## src/rtl/txoh_pkg.sv

```systemverilog
// Package: register map, field positions, reset values and carrier types
package txoh_pkg;
  // Register offsets (byte addresses on the plain register port)
  localparam logic [7:0] ADDR_E3_CFG   = 8'h30;
  localparam logic [7:0] ADDR_MA_BYTE  = 8'h31;
  localparam logic [7:0] ADDR_STATUS   = 8'h32;
  localparam logic [7:0] ADDR_FMASK_A  = 8'h36;
  localparam logic [7:0] ADDR_FMASK_B  = 8'h37;
  localparam logic [7:0] ADDR_FMASK_C  = 8'h38;
  localparam logic [7:0] ADDR_FMASK_D  = 8'h39;
  // Field positions in the E3 configuration register
  localparam int CFG_DL_LOC_BIT   = 4;
  localparam int CFG_ONES_BIT     = 2;
  localparam int CFG_ZEROS_BIT    = 1;
  localparam int CFG_FE_SRC_BIT   = 0;
  localparam logic [7:0] CFG_WR_MASK = 8'h17;
  // Field positions in the MA byte register
  localparam int MA_FERF_BIT      = 7;
  localparam int MA_FEBE_BIT      = 6;
  // Reset values
  localparam logic [7:0] CFG_RESET    = 8'h00;
  localparam logic [7:0] MA_RESET     = 8'h10;
  localparam logic [7:0] FMASK_RESET  = 8'h00;
  localparam logic [3:0] FMASKA_RESET = 4'h0;
  // Frame structure
  localparam int FBITS_PER_MFRAME = 28;
  localparam int FIDX_W           = 5;
  localparam logic [4:0] FIDX_LAST = 5'h1B;

  // Kind of the bit presented by the framer core
  typedef enum logic [1:0] {
    TXOH_PAYLOAD,
    TXOH_FBIT,
    TXOH_DLINK,
    TXOH_FARBITS
  } txoh_kind_e;

  // One outbound line bit with its tag
  typedef struct packed {
    txoh_kind_e kind;
    logic       mfStart;
    logic       isE3;
    logic       dat;
    logic       isNr;
  } txoh_bit_s;
endpackage : txoh_pkg

```

## src/rtl/txoh_ctrl.sv

```systemverilog
// Transmit overhead error-injection and alarm control for one channel
//
// Contract
// - Mask bits 23..16 invert the fifth to twelfth F-bits of each M-frame.
// - Mask bits 15..8 invert the thirteenth to twentieth F-bits.
// - Mask bits 7..0 invert the last eight F-bits.
// - Each non-E3 F-bit is XORed with its mask bit before it leaves; E3 F-bits pass unchanged.
// - All mask registers and the E3 configuration register reset to zero.
// - In E3 the datalink octets go to NR when the location bit is one, else GC.
// - The all-ones enable replaces E3 output with continuous ones; here the all-zeros enable wins when both are set.
// - The all-zeros enable replaces E3 output with continuous zeros.
// - Source select one takes far-end bits from receive state, zero from MA.
// - Receive-derived FERF is one during loss of signal, AIS or frame loss.
// - Receive-derived FEBE is one when the receiver saw a BIP-8 error.
// - Register-sourced FERF and FEBE copy MA bits 7 and 6.
// - Mask bits 27..24 invert the first four F-bits.
//
// Our own choice: the strobed register port.
`timescale 1ns/1ps
module txoh_ctrl #(
  parameter int BUF_DEPTH = 2
) (
  input  wire logic                clk,
  input  wire logic                arst_n,
  // Register port
  input  wire logic [7:0]          regAddr,
  input  wire logic [7:0]          regWdata,
  input  wire logic                regWr,
  input  wire logic                regRd,
  output logic [7:0]               regRdata,
  // Tagged bit stream from the framer core
  input  wire logic                inValid,
  output logic                     inReady,
  input  wire txoh_pkg::txoh_bit_s inBit,
  input  wire logic                dlBit,
  // Same-channel receiver conditions
  input  wire logic                rxLos,
  input  wire logic                rxAis,
  input  wire logic                rxLof,
  input  wire logic                rxBipErr,
  // Outbound line bit toward the line interface
  output logic                     lineValid,
  input  wire logic                lineReady,
  output logic                     lineBit,
  output logic                     dlLocNr
);
  logic [7:0]  cfg_ff, nxt_cfg;
  logic [7:0]  ma_ff, nxt_ma;
  logic [27:0] fmask_ff, nxt_fmask;
  logic [7:0]  rdata_ff, nxt_rdata;
  logic [4:0]  fIdx_ff, nxt_fIdx;
  logic        dlSel_ff, nxt_dlSel;
  logic        outBit;
  logic        bufInReady;
  logic        bufOutData;
  logic        take;
  logic        fbitMask;
  logic        ferfVal, febeVal;
  logic [4:0]  curIdx;

  // Register writes; masks hold their value until software changes them
  always_comb begin
    nxt_cfg   = cfg_ff;
    nxt_ma    = ma_ff;
    nxt_fmask = fmask_ff;
    if (regWr) begin
      unique case (regAddr)
        txoh_pkg::ADDR_E3_CFG:  nxt_cfg = regWdata & txoh_pkg::CFG_WR_MASK;
        txoh_pkg::ADDR_MA_BYTE: nxt_ma  = regWdata;
        txoh_pkg::ADDR_FMASK_A: nxt_fmask[27:24] = regWdata[3:0];
        txoh_pkg::ADDR_FMASK_B: nxt_fmask[23:16] = regWdata;
        txoh_pkg::ADDR_FMASK_C: nxt_fmask[15:8]  = regWdata;
        txoh_pkg::ADDR_FMASK_D: nxt_fmask[7:0]   = regWdata;
        default: ;
      endcase
    end
  end

  // Read mux; data stand in the cycle after the strobe, zero if unmapped
  always_comb begin
    nxt_rdata = 8'h00;
    if (regRd) begin
      unique case (regAddr)
        txoh_pkg::ADDR_E3_CFG:  nxt_rdata = cfg_ff;
        txoh_pkg::ADDR_MA_BYTE: nxt_rdata = ma_ff;
        txoh_pkg::ADDR_STATUS:  nxt_rdata = {3'b000, fIdx_ff};
        txoh_pkg::ADDR_FMASK_A: nxt_rdata = {4'h0, fmask_ff[27:24]};
        txoh_pkg::ADDR_FMASK_B: nxt_rdata = fmask_ff[23:16];
        txoh_pkg::ADDR_FMASK_C: nxt_rdata = fmask_ff[15:8];
        txoh_pkg::ADDR_FMASK_D: nxt_rdata = fmask_ff[7:0];
        default:                nxt_rdata = 8'h00;
      endcase
    end
  end

  // Registers reset to zero, the MA byte to 8'h10, so nothing is injected by default
  always_ff @(posedge clk or negedge arst_n) begin
    if (!arst_n) begin
      cfg_ff   <= txoh_pkg::CFG_RESET;
      ma_ff    <= txoh_pkg::MA_RESET;
      fmask_ff <= {txoh_pkg::FMASKA_RESET, txoh_pkg::FMASK_RESET,
                   txoh_pkg::FMASK_RESET, txoh_pkg::FMASK_RESET};
      rdata_ff <= 8'h00;
    end else begin
      cfg_ff   <= nxt_cfg;
      ma_ff    <= nxt_ma;
      fmask_ff <= nxt_fmask;
      rdata_ff <= nxt_rdata;
    end
  end

  assign regRdata = rdata_ff;
  assign take     = inValid && bufInReady;
  assign inReady  = bufInReady;

  // F-bit position: a start flag restarts the count at the first F-bit
  always_comb begin
    curIdx   = inBit.mfStart ? 5'h00 : fIdx_ff;
    // Earliest F-bit uses the highest mask index
    fbitMask = fmask_ff[5'(txoh_pkg::FIDX_LAST - curIdx)];
    nxt_fIdx = fIdx_ff;
    if (take && inBit.kind == txoh_pkg::TXOH_FBIT) begin
      nxt_fIdx = (curIdx == txoh_pkg::FIDX_LAST) ? 5'h00 : curIdx + 5'h01;
    end else if (take && inBit.mfStart) begin
      nxt_fIdx = 5'h00;
    end
  end

  // Far-end bits: receive-derived or from the MA byte register
  always_comb begin
    if (cfg_ff[txoh_pkg::CFG_FE_SRC_BIT]) begin
      ferfVal = rxLos || rxAis || rxLof;
      febeVal = rxBipErr;
    end else begin
      ferfVal = ma_ff[txoh_pkg::MA_FERF_BIT];
      febeVal = ma_ff[txoh_pkg::MA_FEBE_BIT];
    end
  end

  // Output bit selection; the far-end slot pair is FERF then FEBE
  always_comb begin
    nxt_dlSel    = dlSel_ff;
    outBit       = inBit.dat;
    unique case (inBit.kind)
      txoh_pkg::TXOH_FBIT: begin
        outBit = inBit.isE3 ? inBit.dat : (inBit.dat ^ fbitMask);
      end
      txoh_pkg::TXOH_DLINK: begin
        // Datalink bit only fills the slot that the location bit picks
        if (inBit.isNr == cfg_ff[txoh_pkg::CFG_DL_LOC_BIT]) begin
          outBit = dlBit;
        end
      end
      txoh_pkg::TXOH_FARBITS: begin
        outBit = inBit.dat ? ferfVal : febeVal;
      end
      default: outBit = inBit.dat;
    endcase
    // Alarm patterns override everything in E3; zeros wins over ones
    if (inBit.isE3 && cfg_ff[txoh_pkg::CFG_ZEROS_BIT]) begin
      outBit = 1'b0;
    end else if (inBit.isE3 && cfg_ff[txoh_pkg::CFG_ONES_BIT]) begin
      outBit = 1'b1;
    end
    if (take) begin
      nxt_dlSel = cfg_ff[txoh_pkg::CFG_DL_LOC_BIT];
    end
  end

  // Frame position and datalink location state
  always_ff @(posedge clk or negedge arst_n) begin
    if (!arst_n) begin
      fIdx_ff     <= 5'h00;
      dlSel_ff    <= 1'b0;
    end else begin
      fIdx_ff     <= nxt_fIdx;
      dlSel_ff    <= nxt_dlSel;
    end
  end

  assign dlLocNr = dlSel_ff;

  // Buffer keeps a word when the line interface stalls
  txoh_skid_buffer #(
    .WIDTH (1),
    .DEPTH (BUF_DEPTH)
  ) u_buf (
    .clk      (clk),
    .arst_n   (arst_n),
    .inValid  (inValid),
    .inReady  (bufInReady),
    .inData   (outBit),
    .outValid (lineValid),
    .outReady (lineReady),
    .outData  (bufOutData)
  );

  assign lineBit = bufOutData;
endmodule : txoh_ctrl

```

## src/rtl/txoh_skid_buffer.sv

```systemverilog
// Two-entry valid/ready buffer carrying one line bit
`timescale 1ns/1ps
module txoh_skid_buffer #(
  parameter int WIDTH = 1,
  parameter int DEPTH = 2
) (
  input  wire logic             clk,
  input  wire logic             arst_n,
  input  wire logic             inValid,
  output logic                  inReady,
  input  wire logic [WIDTH-1:0] inData,
  output logic                  outValid,
  input  wire logic             outReady,
  output logic [WIDTH-1:0]      outData
);
  localparam int PW = (DEPTH > 1) ? $clog2(DEPTH) : 1;
  logic [WIDTH-1:0] mem_ff [DEPTH];
  logic [WIDTH-1:0] nxt_mem [DEPTH];
  logic [PW-1:0]    wrPtr_ff, nxt_wrPtr, rdPtr_ff, nxt_rdPtr;
  logic [PW:0]      count_ff, nxt_count;
  logic             doWr, doRd;

  // Honest full and empty from the fill count
  always_comb begin
    inReady  = (count_ff != (PW+1)'(DEPTH));
    outValid = (count_ff != '0);
    outData  = mem_ff[rdPtr_ff];
    doWr     = inValid && inReady;
    doRd     = outValid && outReady;
    nxt_mem  = mem_ff;
    if (doWr) begin
      nxt_mem[wrPtr_ff] = inData;
    end
    nxt_wrPtr = doWr ? ((wrPtr_ff == PW'(DEPTH-1)) ? '0 : wrPtr_ff + 1'b1)
                     : wrPtr_ff;
    nxt_rdPtr = doRd ? ((rdPtr_ff == PW'(DEPTH-1)) ? '0 : rdPtr_ff + 1'b1)
                     : rdPtr_ff;
    nxt_count = count_ff + (PW+1)'(doWr) - (PW+1)'(doRd);
  end

  // Storage and pointers
  always_ff @(posedge clk or negedge arst_n) begin
    if (!arst_n) begin
      for (int i = 0; i < DEPTH; i++) begin
        mem_ff[i] <= '0;
      end
      wrPtr_ff <= '0;
      rdPtr_ff <= '0;
      count_ff <= '0;
    end else begin
      mem_ff   <= nxt_mem;
      wrPtr_ff <= nxt_wrPtr;
      rdPtr_ff <= nxt_rdPtr;
      count_ff <= nxt_count;
    end
  end
endmodule : txoh_skid_buffer

```

## config.mk

```make
export PLATFORM = sky130hd
export DESIGN_NAME = txoh_ctrl
export DESIGN_NICKNAME = d
export VERILOG_FILES = /design/src/rtl/txoh_pkg.sv /design/src/rtl/txoh_ctrl.sv /design/src/rtl/txoh_skid_buffer.sv
export SDC_FILE = /design/constraint.sdc
export NUM_CORES = 1
export LEC_CHECK = 0
export BUFFER_PORTS_ARGS = -buffer_cell sky130_fd_sc_hd__buf_4
export CORE_MARGIN = 2
export CORE_UTILIZATION = 27
export CTS_CLUSTER_DIAMETER = 100
export DETAILED_ROUTE_END_ITERATION = 8
export MAX_ROUTING_LAYER = met4
export PLACE_DENSITY = 0.43
export SETUP_SLACK_MARGIN = 0.3
export SYNTH_ARGS = -nofsm -noshare
export SYNTH_HDL_FRONTEND = slang
export SYNTH_SLANG_ARGS = --single-unit
```

## constraint.sdc

```tcl
create_clock -name clk -period 4.5 [get_ports clk]
set_input_delay 0.45 -clock clk [delete_from_list [all_inputs] [get_ports clk]]
set_output_delay 0.45 -clock clk [all_outputs]
set_load 0.05 [all_outputs]
```

* Word-level counts from Yosys, hierarchy flattened
Cells that the tools add are included. Widths: inputs -> output; s select.
Word-level totals: logic and storage cells 81, register bits 60, output and inout port bits 12, bits of input ports 33
Operators by class: equality and inequality tests 13, muxes and demuxes 24, add/sub/neg operators 6, order comparisons 4, bitwise logic cells 3, reductions and logical operators 17
Operator list (number):
- $eq 8x6->1 const B | 7
- $pmux 8 s7 | 1
- $mux 5 | 4
- $mux 1 | 14
- $reduce_and 2->1 | 6
- $mux 8 | 1
- $logic_and 1x1->1 | 7
- $lt 5x6->1 const B | 1
- $add 5x1->5 const B | 1
- $bmux 1 s5 | 1
- $eq 5x5->1 const B | 1
- $sub 5x5->5 const A | 1
- $eq 2x2->1 const B | 2
- $ge 2x2->1 const B | 2
- $not 1->2 | 2
- $reduce_bool 2->1 | 2
- $pmux 1 s3 | 1
- $add 1x1->1 const B | 2
- $add 2x1->2 | 1
- $bwmux 2 | 1
- $eq 2x1->1 const B | 1
- $logic_or 1x1->1 | 2
- $lt 2x1->1 const B | 1
- $ne 2x2->1 const B | 1
- 4 further kinds | 4

* Depth between registers and ports, before layout
Gate-level depths: netlist (run 1).
depth in word-level cells 10, gate-level depth with buffers 9, mapped depth without buffers 8

* Cells and area by module
A second synthesis (run 1) with hierarchy kept.
Second synthesis, totals: cells, all modules 269, area, all modules 3298.2 µm²
By module, submodules not included:
- txoh_ctrl | area an instance 3007.9 µm², sequential area each 1352.5 µm², cells each 247, instances 1
- txoh_skid_buffer | area an instance 290.3 µm², sequential area each 150.1 µm², cells each 22, instances 1

* Worst setup path before layout (run 1)
Ideal clock, no wire load.
path kind input -> register, from input port inBit[3] (netlist bit), to register u_buf.mem_ff[0] (netlist bit), data arrival time 2067 ps, path buffers 1, setup slack 2303 ps, stages on the path 8, required time 4370 ps, setup time 130 ps, cells stage by stage clkbuf_1 -> nor2b_1 -> ha_1 -> a311oi_1 -> a32oi_1 -> mux2_4 -> a211oi_2 -> o41ai_1
On the way: word-level cells in the longest chain between the ends 10
RTL lines:
- start: declaration | RTL line txoh_ctrl.sv:34 | input wire txoh_pkg::txoh_bit_s inBit,
- $mux 5 | RTL line txoh_ctrl.sv:118 | curIdx = inBit.mfStart ? 5'h00 : fIdx_ff;
- $sub 5x5->5 | RTL line txoh_ctrl.sv:120 | fbitMask = fmask_ff[5'(txoh_pkg::FIDX_LAST - curIdx)];
- $bmux 1 s5 | RTL line txoh_ctrl.sv:120
- $mux 1 (implied by the code) | RTL line txoh_ctrl.sv:120
- $xor 1x1->1 | RTL line txoh_ctrl.sv:146 | outBit = inBit.isE3 ? inBit.dat : (inBit.dat ^ fbitMask);
- $mux 1 | RTL line txoh_ctrl.sv:146
- $pmux 1 s3 | RTL line txoh_ctrl.sv:144 | unique case (inBit.kind)
- $mux 1 | RTL line txoh_ctrl.sv:162 | end else if (inBit.isE3 && cfg_ff[txoh_pkg::CFG_ONES_BIT]) begin
- $mux 1 | RTL line txoh_ctrl.sv:160 | if (inBit.isE3 && cfg_ff[txoh_pkg::CFG_ZEROS_BIT]) begin
- $bwmux 2 | RTL line txoh_skid_buffer.sv:32 | nxt_mem[wrPtr_ff] = inData;
- end signal: assignment | RTL line txoh_skid_buffer.sv:51 | mem_ff <= nxt_mem;
- end: declaration | RTL line txoh_skid_buffer.sv:17 | logic [WIDTH-1:0] mem_ff [DEPTH];
Every way passes these cells. The select of a mux whose other input is x is not followed. A chain may end at the register's enable or synchronous reset.

* Final worst setup path (run 1)
from register fIdx_ff[0], to register u_buf.mem_ff[0] (netlist bit)
On the way: word-level cells in the longest chain between the ends 10
RTL lines:
- start: declaration | RTL line txoh_ctrl.sv:51 | logic [4:0] fIdx_ff, nxt_fIdx;
- start signal: assignment | RTL line txoh_ctrl.sv:176 | fIdx_ff <= nxt_fIdx;
- $mux 5 | RTL line txoh_ctrl.sv:118
- $sub 5x5->5 | RTL line txoh_ctrl.sv:120
- $bmux 1 s5 | RTL line txoh_ctrl.sv:120
- $mux 1 (implied by the code) | RTL line txoh_ctrl.sv:120
- $xor 1x1->1 | RTL line txoh_ctrl.sv:146
- $mux 1 | RTL line txoh_ctrl.sv:146
- $pmux 1 s3 | RTL line txoh_ctrl.sv:144
- $mux 1 | RTL line txoh_ctrl.sv:162
- $mux 1 | RTL line txoh_ctrl.sv:160
- $bwmux 2 | RTL line txoh_skid_buffer.sv:32
Every way passes these cells. The select of a mux whose other input is x is not followed.

==> impl_metrics.json, run 1 <==
{
  "io_buffers": 44,
  "yosysWarnings": 0,
  "power_leakage_nw": 1.86,
  "rsz0062_at_grt": "false",
  "grt_overflow": 0,
  "clk_latency_ns": 0.33,
  "h-tree-depth": 3,
  "wl_microns": 8790,
  "ant_nets": 0,
  "cts.sinks": 60,
  "clock_skew_ns": 0.00908,
  "worstMarginPinSlew_ns": 0.763,
  "synth_top_family_by_area": "multiplexers",
  "period_minus_slack_ns": 2.41,
  "clkTransAtPathRegs_ns": 0.06,
  "post_cts_resized": 0,
  "status": "completed",
  "rows": 40,
  "yosysSeqAreaShare_pct": 46.1,
  "final-max-slew-violation-count": 0,
  "die-area_sq_um": 13000,
  "regToRegSetupSlack_ns": 2.09,
  "grt_max_degree": 61,
  "fin_crit_sh_pct": 53.5,
  "max_stage_delay_ns": 0.75,
  "synth-simple-area-share_pct": 11.6,
  "drc": 0,
  "yosysUniqueCellTypes": 51,
  "initialDrtViolationCount": 153,
  "synth.ff_latch_count": 60,
  "grt.busiest_layer": "met2",
  "drive_above_1_share_pct": 37.9,
  "coreArea_sq_um": 11900,
  "fillers": 1227,
  "wire_per_inst_microns": 18.4,
  "max-vdd-ir-drop_v": 0.000129,
  "die_h_microns": 114,
  "use_met3_pct": 3.13,
  "syn_area_sq_um": 3260,
  "dpl_worst_slack_ns": 2.06,
  "gp_congestion": 0.785,
  "cp_max_fo": 18,
  "yosys-mux-area-fraction_pct": 25.2,
  "min_path_type": "in -> async",
  "required_ns": 4.70,
  "cp_cell_sequence": "mux2_2, a311oi_1, a32oi_1, mux2_4, a211oi_2, o41ai_1",
  "setup_violations": 0,
  "viasPerCell": 5.10,
  "postCtsSetupBuffers": 0,
  "die_w_microns": 114,
  "cpLargestDelayFamily": "compound AO/OA/AOI/OAI gates",
  "max_slew_margin_pct": 49.1,
  "hold_viol": 0,
  "synth_edf_count": 0,
  "final_util_pct": 33.8,
  "grt_pass1_vias": 2466,
  "tns_ns": 0,
  "yosys.area_share.adder_pct": 2.30,
  "antenna_cells": 0,
  "syn_area_per_cell_sq_um": 11.6,
  "cp.buffers_inverters": 0,
  "synthCells": 280,
  "timing.final.ws_setup_ns": 2.09,
  "start_util_pct": 27.4,
  "power_density_nw_per_um2": 430,
  "grt.total_usage_pct": 14.5,
  "synth_compound_area_share_pct": 10.9,
  "drtPass1Iterations": 4,
  "hpwl_microns": 6390,
  "syn_to_final_growth_pct": 23.6,
  "drv_cap": 0,
  "synth-xor-area-share_pct": 1.61,
  "hold_buffers": 0,
  "cts_buffers": 9,
  "cts_tree": "yes",
  "antenna_found_initial": 0,
  "worstSetupPathType": "reg -> reg",
  "cp.arrival_ns": 2.60,
  "end_kind": "flip-flop",
  "fmaxAchievable_mhz": 416,
  "clockBufferDepth": 2,
  "grt_use_met1_pct": 20.2,
  "timing.rr.end": "u_buf.mem_ff[0]$_DFFE_PN0P_",
  "r2r_cells": 6,
  "met2_usage_pct": 21.4,
  "slowest_stage": "dfrtp_1",
  "grt_pass1_wl_microns": 13900,
  "synth_ff_type": "dfrtp_1",
  "start_kind": "flip-flop",
  "num_io_pins": 45,
  "routed-via-count": 2433,
  "clockRootBuffer": "clkbuf_16",
  "ys_async_sr_fraction_pct": 100,
  "syn_nets": 319,
  "rr_startpoint": "fIdx_ff[0]$_DFFE_PN0P_",
  "fin_nets": 364
}
-- report_power, final --
part	switching, W	internal, W	total, W
Sequential	0.0000736	0.000593	0.000666
Combinational	0.000202	0.000176	0.000378
Clock	0.000257	0.000431	0.000687
-- how the worst max path moves through the flow --
stage,cells past startpoint,startpoint,end,slack (ns)
CTS,6,fIdx_ff[0]$_DFFE_PN0P_,u_buf.mem_ff[1]$_DFFE_PN0P_,2.08
detailed placement,6,regAddr[3],fmask_ff[18]$_DFFE_PN0P_,2.06
floorplan,8,inBit[3],u_buf.mem_ff[0]$_DFFE_PN0P_,2.30
global placement,6,regAddr[3],fmask_ff[17]$_DFFE_PN0P_,2.05
finish,6,fIdx_ff[0]$_DFFE_PN0P_,u_buf.mem_ff[0]$_DFFE_PN0P_,2.09
global route,7,fIdx_ff[1]$_DFFE_PN0P_,u_buf.mem_ff[0]$_DFFE_PN0P_,1.87
-- state kept, by name, summed over array words and instances, names as in the netlist --
signal	cells
fmask_ff	28
ma_ff	8
regRdata	8
fIdx_ff	5
cfg_ff	4
u_buf.count_ff	2
u_buf.mem_ff	2
dlLocNr	1
u_buf.rdPtr_ff	1
u_buf.wrPtr_ff	1
-- cells in the mapped netlist (2+ instances only) --
library cell	count	area (sq um)
o21ai_0	11	55.1
and3_1	2	12.5
mux4_2	5	113
inv_1	5	18.8
a22o_1	5	43.8
mux2_2	49	552
xnor2_1	4	35.0
ha_1	6	75.1
o41ai_1	3	26.3
nand3_1	8	40.0
o22ai_1	2	12.5
nor2b_1	8	50.1
nor3_1	6	30.0
nor2_1	18	67.6
xor2_1	2	17.5
dfrtp_1	59	1480
mux2_4	2	30.0
nor3b_1	3	22.5
a311oi_1	2	17.5
buf_2	2	10.0
nand2b_1	5	31.3
nand4_1	2	12.5
and2_1	2	12.5
a21oi_1	3	15.0
nand2_1	17	63.8
a22oi_1	9	67.6
mux2i_1	10	100
clkbuf_1	7	26.3
-- logic make-up (layout without fill, tap and decap cells) --
family	Yosys count	in the layout
buffers and inverters	17	67
multiplexers	67	67
AO/OA/AOI/OAI	48	48
adder cells (fa/ha/maj)	6	6
AND/OR/NAND/NOR	76	76
flip-flops	60	60
XOR/XNOR	6	6
-- layer usage --
layer / up-vias / wire length (microns)
met5: - / 0
met4: 0 / 106
met3: 9 / 416
met2: 72 / 4050
met1: 1217 / 4220
li1: 1135 / -
-- layout make-up --
class	instances	area (sq um)	area share, %
Tap cell	147	184	4.57
Multi-Input combinational cell	203	1680	41.7
Clock inverter	7	76.3	1.89
Inverter	6	22.5	0.559
Sequential cell	60	1500	37.3
Timing Repair Buffer	45	338	8.39
Clock buffer	9	225	5.59
-- layout by cell type, fill, tap and decap left out, types with 2 or more instances in the layout --
| cell type | Yosys | routed |
|---|---|---|
| a311oi_1 | 2 | 2 |
| nand4_1 | 2 | 2 |
| xor2_1 | 2 | 2 |
| nor3_1 | 6 | 6 |
| mux2_4 | 2 | 2 |
| and3_1 | 2 | 2 |
| and2_1 | 2 | 2 |
| xnor2_1 | 4 | 4 |
| a22o_1 | 5 | 5 |
| clkinvlp_4 | 0 | 2 |
| nor2_1 | 18 | 18 |
| nor2b_1 | 8 | 8 |
| nand2b_1 | 5 | 5 |
| inv_1 | 5 | 5 |
| o21ai_0 | 11 | 11 |
| a21oi_1 | 3 | 3 |
| o41ai_1 | 3 | 3 |
| dfrtp_1 | 59 | 59 |
| o22ai_1 | 2 | 2 |
| ha_1 | 6 | 6 |
| mux2i_1 | 10 | 10 |
| buf_4 | 1 | 45 |
| nand3_1 | 8 | 8 |
| clkbuf_16 | 0 | 9 |
| clkinv_4 | 0 | 2 |
| a22oi_1 | 9 | 9 |
| mux2_2 | 49 | 49 |
| nor3b_1 | 3 | 3 |
| nand2_1 | 17 | 17 |
| mux4_2 | 5 | 5 |
-- per-stage QoR --
stage | power [W] | area (sq um) | hold slack [ns] | cells
after floorplan | 0.000943 | 3260 | 0.154 | 280
after global placement | 0.00106 | 3730 | 0.468 | 461
after detailed placement | 0.00105 | 3730 | 0.473 | 461
after CTS | 0.00176 | 4030 | 0.226 | 477
after global routing | 0.00182 | 4030 | 0.274 | 477
final | 0.00173 | 4030 | 0.190 | 477
Power figures use the tool's default switching activity.
==> inputs of run 2 (changes only) <==
==> constraint.sdc (replaced) <==
create_clock -name clk -period 2.3 [get_ports clk]
set_input_delay 0.23 -clock clk [delete_from_list [all_inputs] [get_ports clk]]
set_output_delay 0.23 -clock clk [all_outputs]
set_load 0.05 [all_outputs]
==> impl_metrics.json, run 2 (synthesized netlist as in run 1, its figures left out) <==
{
  "gp_congestion": 0.855,
  "cts_tree": "yes",
  "fin_cells": 494,
  "worstMarginPinSlew_ns": 0.789,
  "routed-via-count": 2489,
  "clkPwrFrac_pct": 39.5,
  "dpl_worst_slack_ns": 0.131,
  "period_minus_slack_ns": 2.14,
  "max_slew_margin_pct": 47.4,
  "p_comb_share_pct": 25.4,
  "grt_pass1_wl_microns": 14500,
  "power.internal_w": 0.00253,
  "drive_above_1_share_pct": 45.0,
  "die-area_sq_um": 13000,
  "clock_skew_ns": 0.00633,
  "final-max-slew-violation-count": 0,
  "whs_ns": -0.0451,
  "grt_max_degree": 61,
  "die_h_microns": 114,
  "hold_viol": 19,
  "clkTransAtPathRegs_ns": 0.05,
  "clk_latency_ns": 0.33,
  "p_sw_w": 0.00108,
  "wire_per_inst_microns": 19.0,
  "io_buffers": 44,
  "start_kind": "flip-flop",
  "hpwl_microns": 6620,
  "max-vdd-ir-drop_v": 0.000344,
  "num_io_pins": 45,
  "fin_nets": 382,
  "final_cell_mix": "62 x buf_4, 57 x dfrtp_1, 49 x mux2_2",
  "drv_cap": 0,
  "clockBufferDepth": 2,
  "required_ns": 2.52,
  "cp_max_fo": 6,
  "status": "finished, violations left",
  "rows": 40,
  "fin_crit_sh_pct": 93.0,
  "power_leakage_nw": 1.97,
  "viasPerCell": 5.04,
  "cp.arrival_ns": 2.35,
  "coreArea_sq_um": 11900,
  "antenna_cells": 0,
  "largest_reg_flops": 28,
  "violations": "hold timing",
  "cts.sinks": 60,
  "switching_share_pct": 29.8,
  "h-tree-depth": 3,
  "grt_overflow": 0,
  "die_w_microns": 114,
  "drc": 0,
  "final_common_cell": "buf_4",
  "fmaxAchievable_mhz": 468,
  "rsz0062_at_grt": "true",
  "drtPass1Iterations": 4,
  "tns_ns": 0,
  "worstSetupPathType": "reg -> reg",
  "ant_nets": 0,
  "end_kind": "flip-flop",
  "cp-startpoint": "fIdx_ff[1]$_DFFE_PN0P_",
  "syn_to_final_growth_pct": 31.4,
  "top_register": "fmask_ff",
  "grt_pass1_vias": 2485,
  "clockRootBuffer": "clkbuf_16",
  "rr_startpoint": "fIdx_ff[1]$_DFFE_PN0P_",
  "timing.final.ws_setup_ns": 0.162,
  "antenna_found_initial": 0,
  "start_util_pct": 27.4,
  "cts_buffers": 9,
  "seqPwrFrac_pct": 35.1,
  "power_density_nw_per_um2": 842,
  "setup_violations": 0,
  "place_inst": 473,
  "wl_microns": 9370,
  "min_path_type": "in -> async",
  "initialDrtViolationCount": 166,
  "fin_total_pwr_w": 0.00361,
  "grt.total_usage_pct": 15.6
}
==> run 2: area by class of cell <==
type,instances,area (sq um)
Clock buffer,10,229
Sequential cell,60,1510
Inverter,6,22.5
Multi-Input combinational cell,203,1790
Clock inverter,5,77.6
Tap cell,147,184
Fill cell,1191,7630
Timing Repair Buffer,63,477
==> run 2: what timing repair did <==
| item | 4_1_cts | 5_1_grt |
|---|---|---|
| gates resized for setup | 9 | 12 |
| setup buffers | 2 | 4 |
| pin swaps | 2 | 5 |
| endpoints found under the setup margin | 2 | 2 |
| hold buffers | 0 | 0 |
==> run 2: critical path, cell delays in order (launching register included) <==
cell	delay [ns]
dfrtp_2	0.46
buf_4	0.17
o21ba_2	0.24
o221a_2	0.30
buf_4	0.14
nor3_2	0.10
o21a_1	0.18
a211oi_4	0.07
o41ai_2	0.35
==> run 2: metal layers <==
metal,global-route usage [%],routed length (microns),share of wire (%)
met2,23.8,4370,47
met1,20.5,4410,47
met4,7.48,237,2.5
met5,-,0,0
met3,2.13,354,3.8
==> run 2: worst paths after layout <==
kind	to	slack, ns	cells after the start
worst max-delay path	u_buf.mem_ff[0]$_DFFE_PN0P_	0.16	8
worst min-delay path	u_buf.count_ff[1]$_DFF_PN0_	-0.05	1
worst max register to register	u_buf.mem_ff[0]$_DFFE_PN0P_	0.16	8
worst min register to register	u_buf.rdPtr_ff$_DFFE_PN0P_	0.48	1
max in group asynchronous	fIdx_ff[0]$_DFFE_PN0P_	1.78	1
min in group clk	u_buf.mem_ff[0]$_DFFE_PN0P_	0.12	2
==> run 2: power groups by stage <==
stage          registers [W]  clock network, W  logic [W]
2_1_floorplan        0.00123                 0   0.000614
3_3_place_gp         0.00129                 0   0.000816
3_5_place_dp         0.00129                 0   0.000817
4_1_cts              0.00126           0.00145   0.000879
5_1_grt              0.00128           0.00150   0.000997
6_report             0.00127           0.00142   0.000914
==> run 2: through the flow <==
stage	instance area [sq um]	utilization, %
floorplan	3260	-
global placement	3820	32.0
detailed placement	3820	32.0
CTS	4190	35.2
global route	4280	36.0
finish	4280	36.0
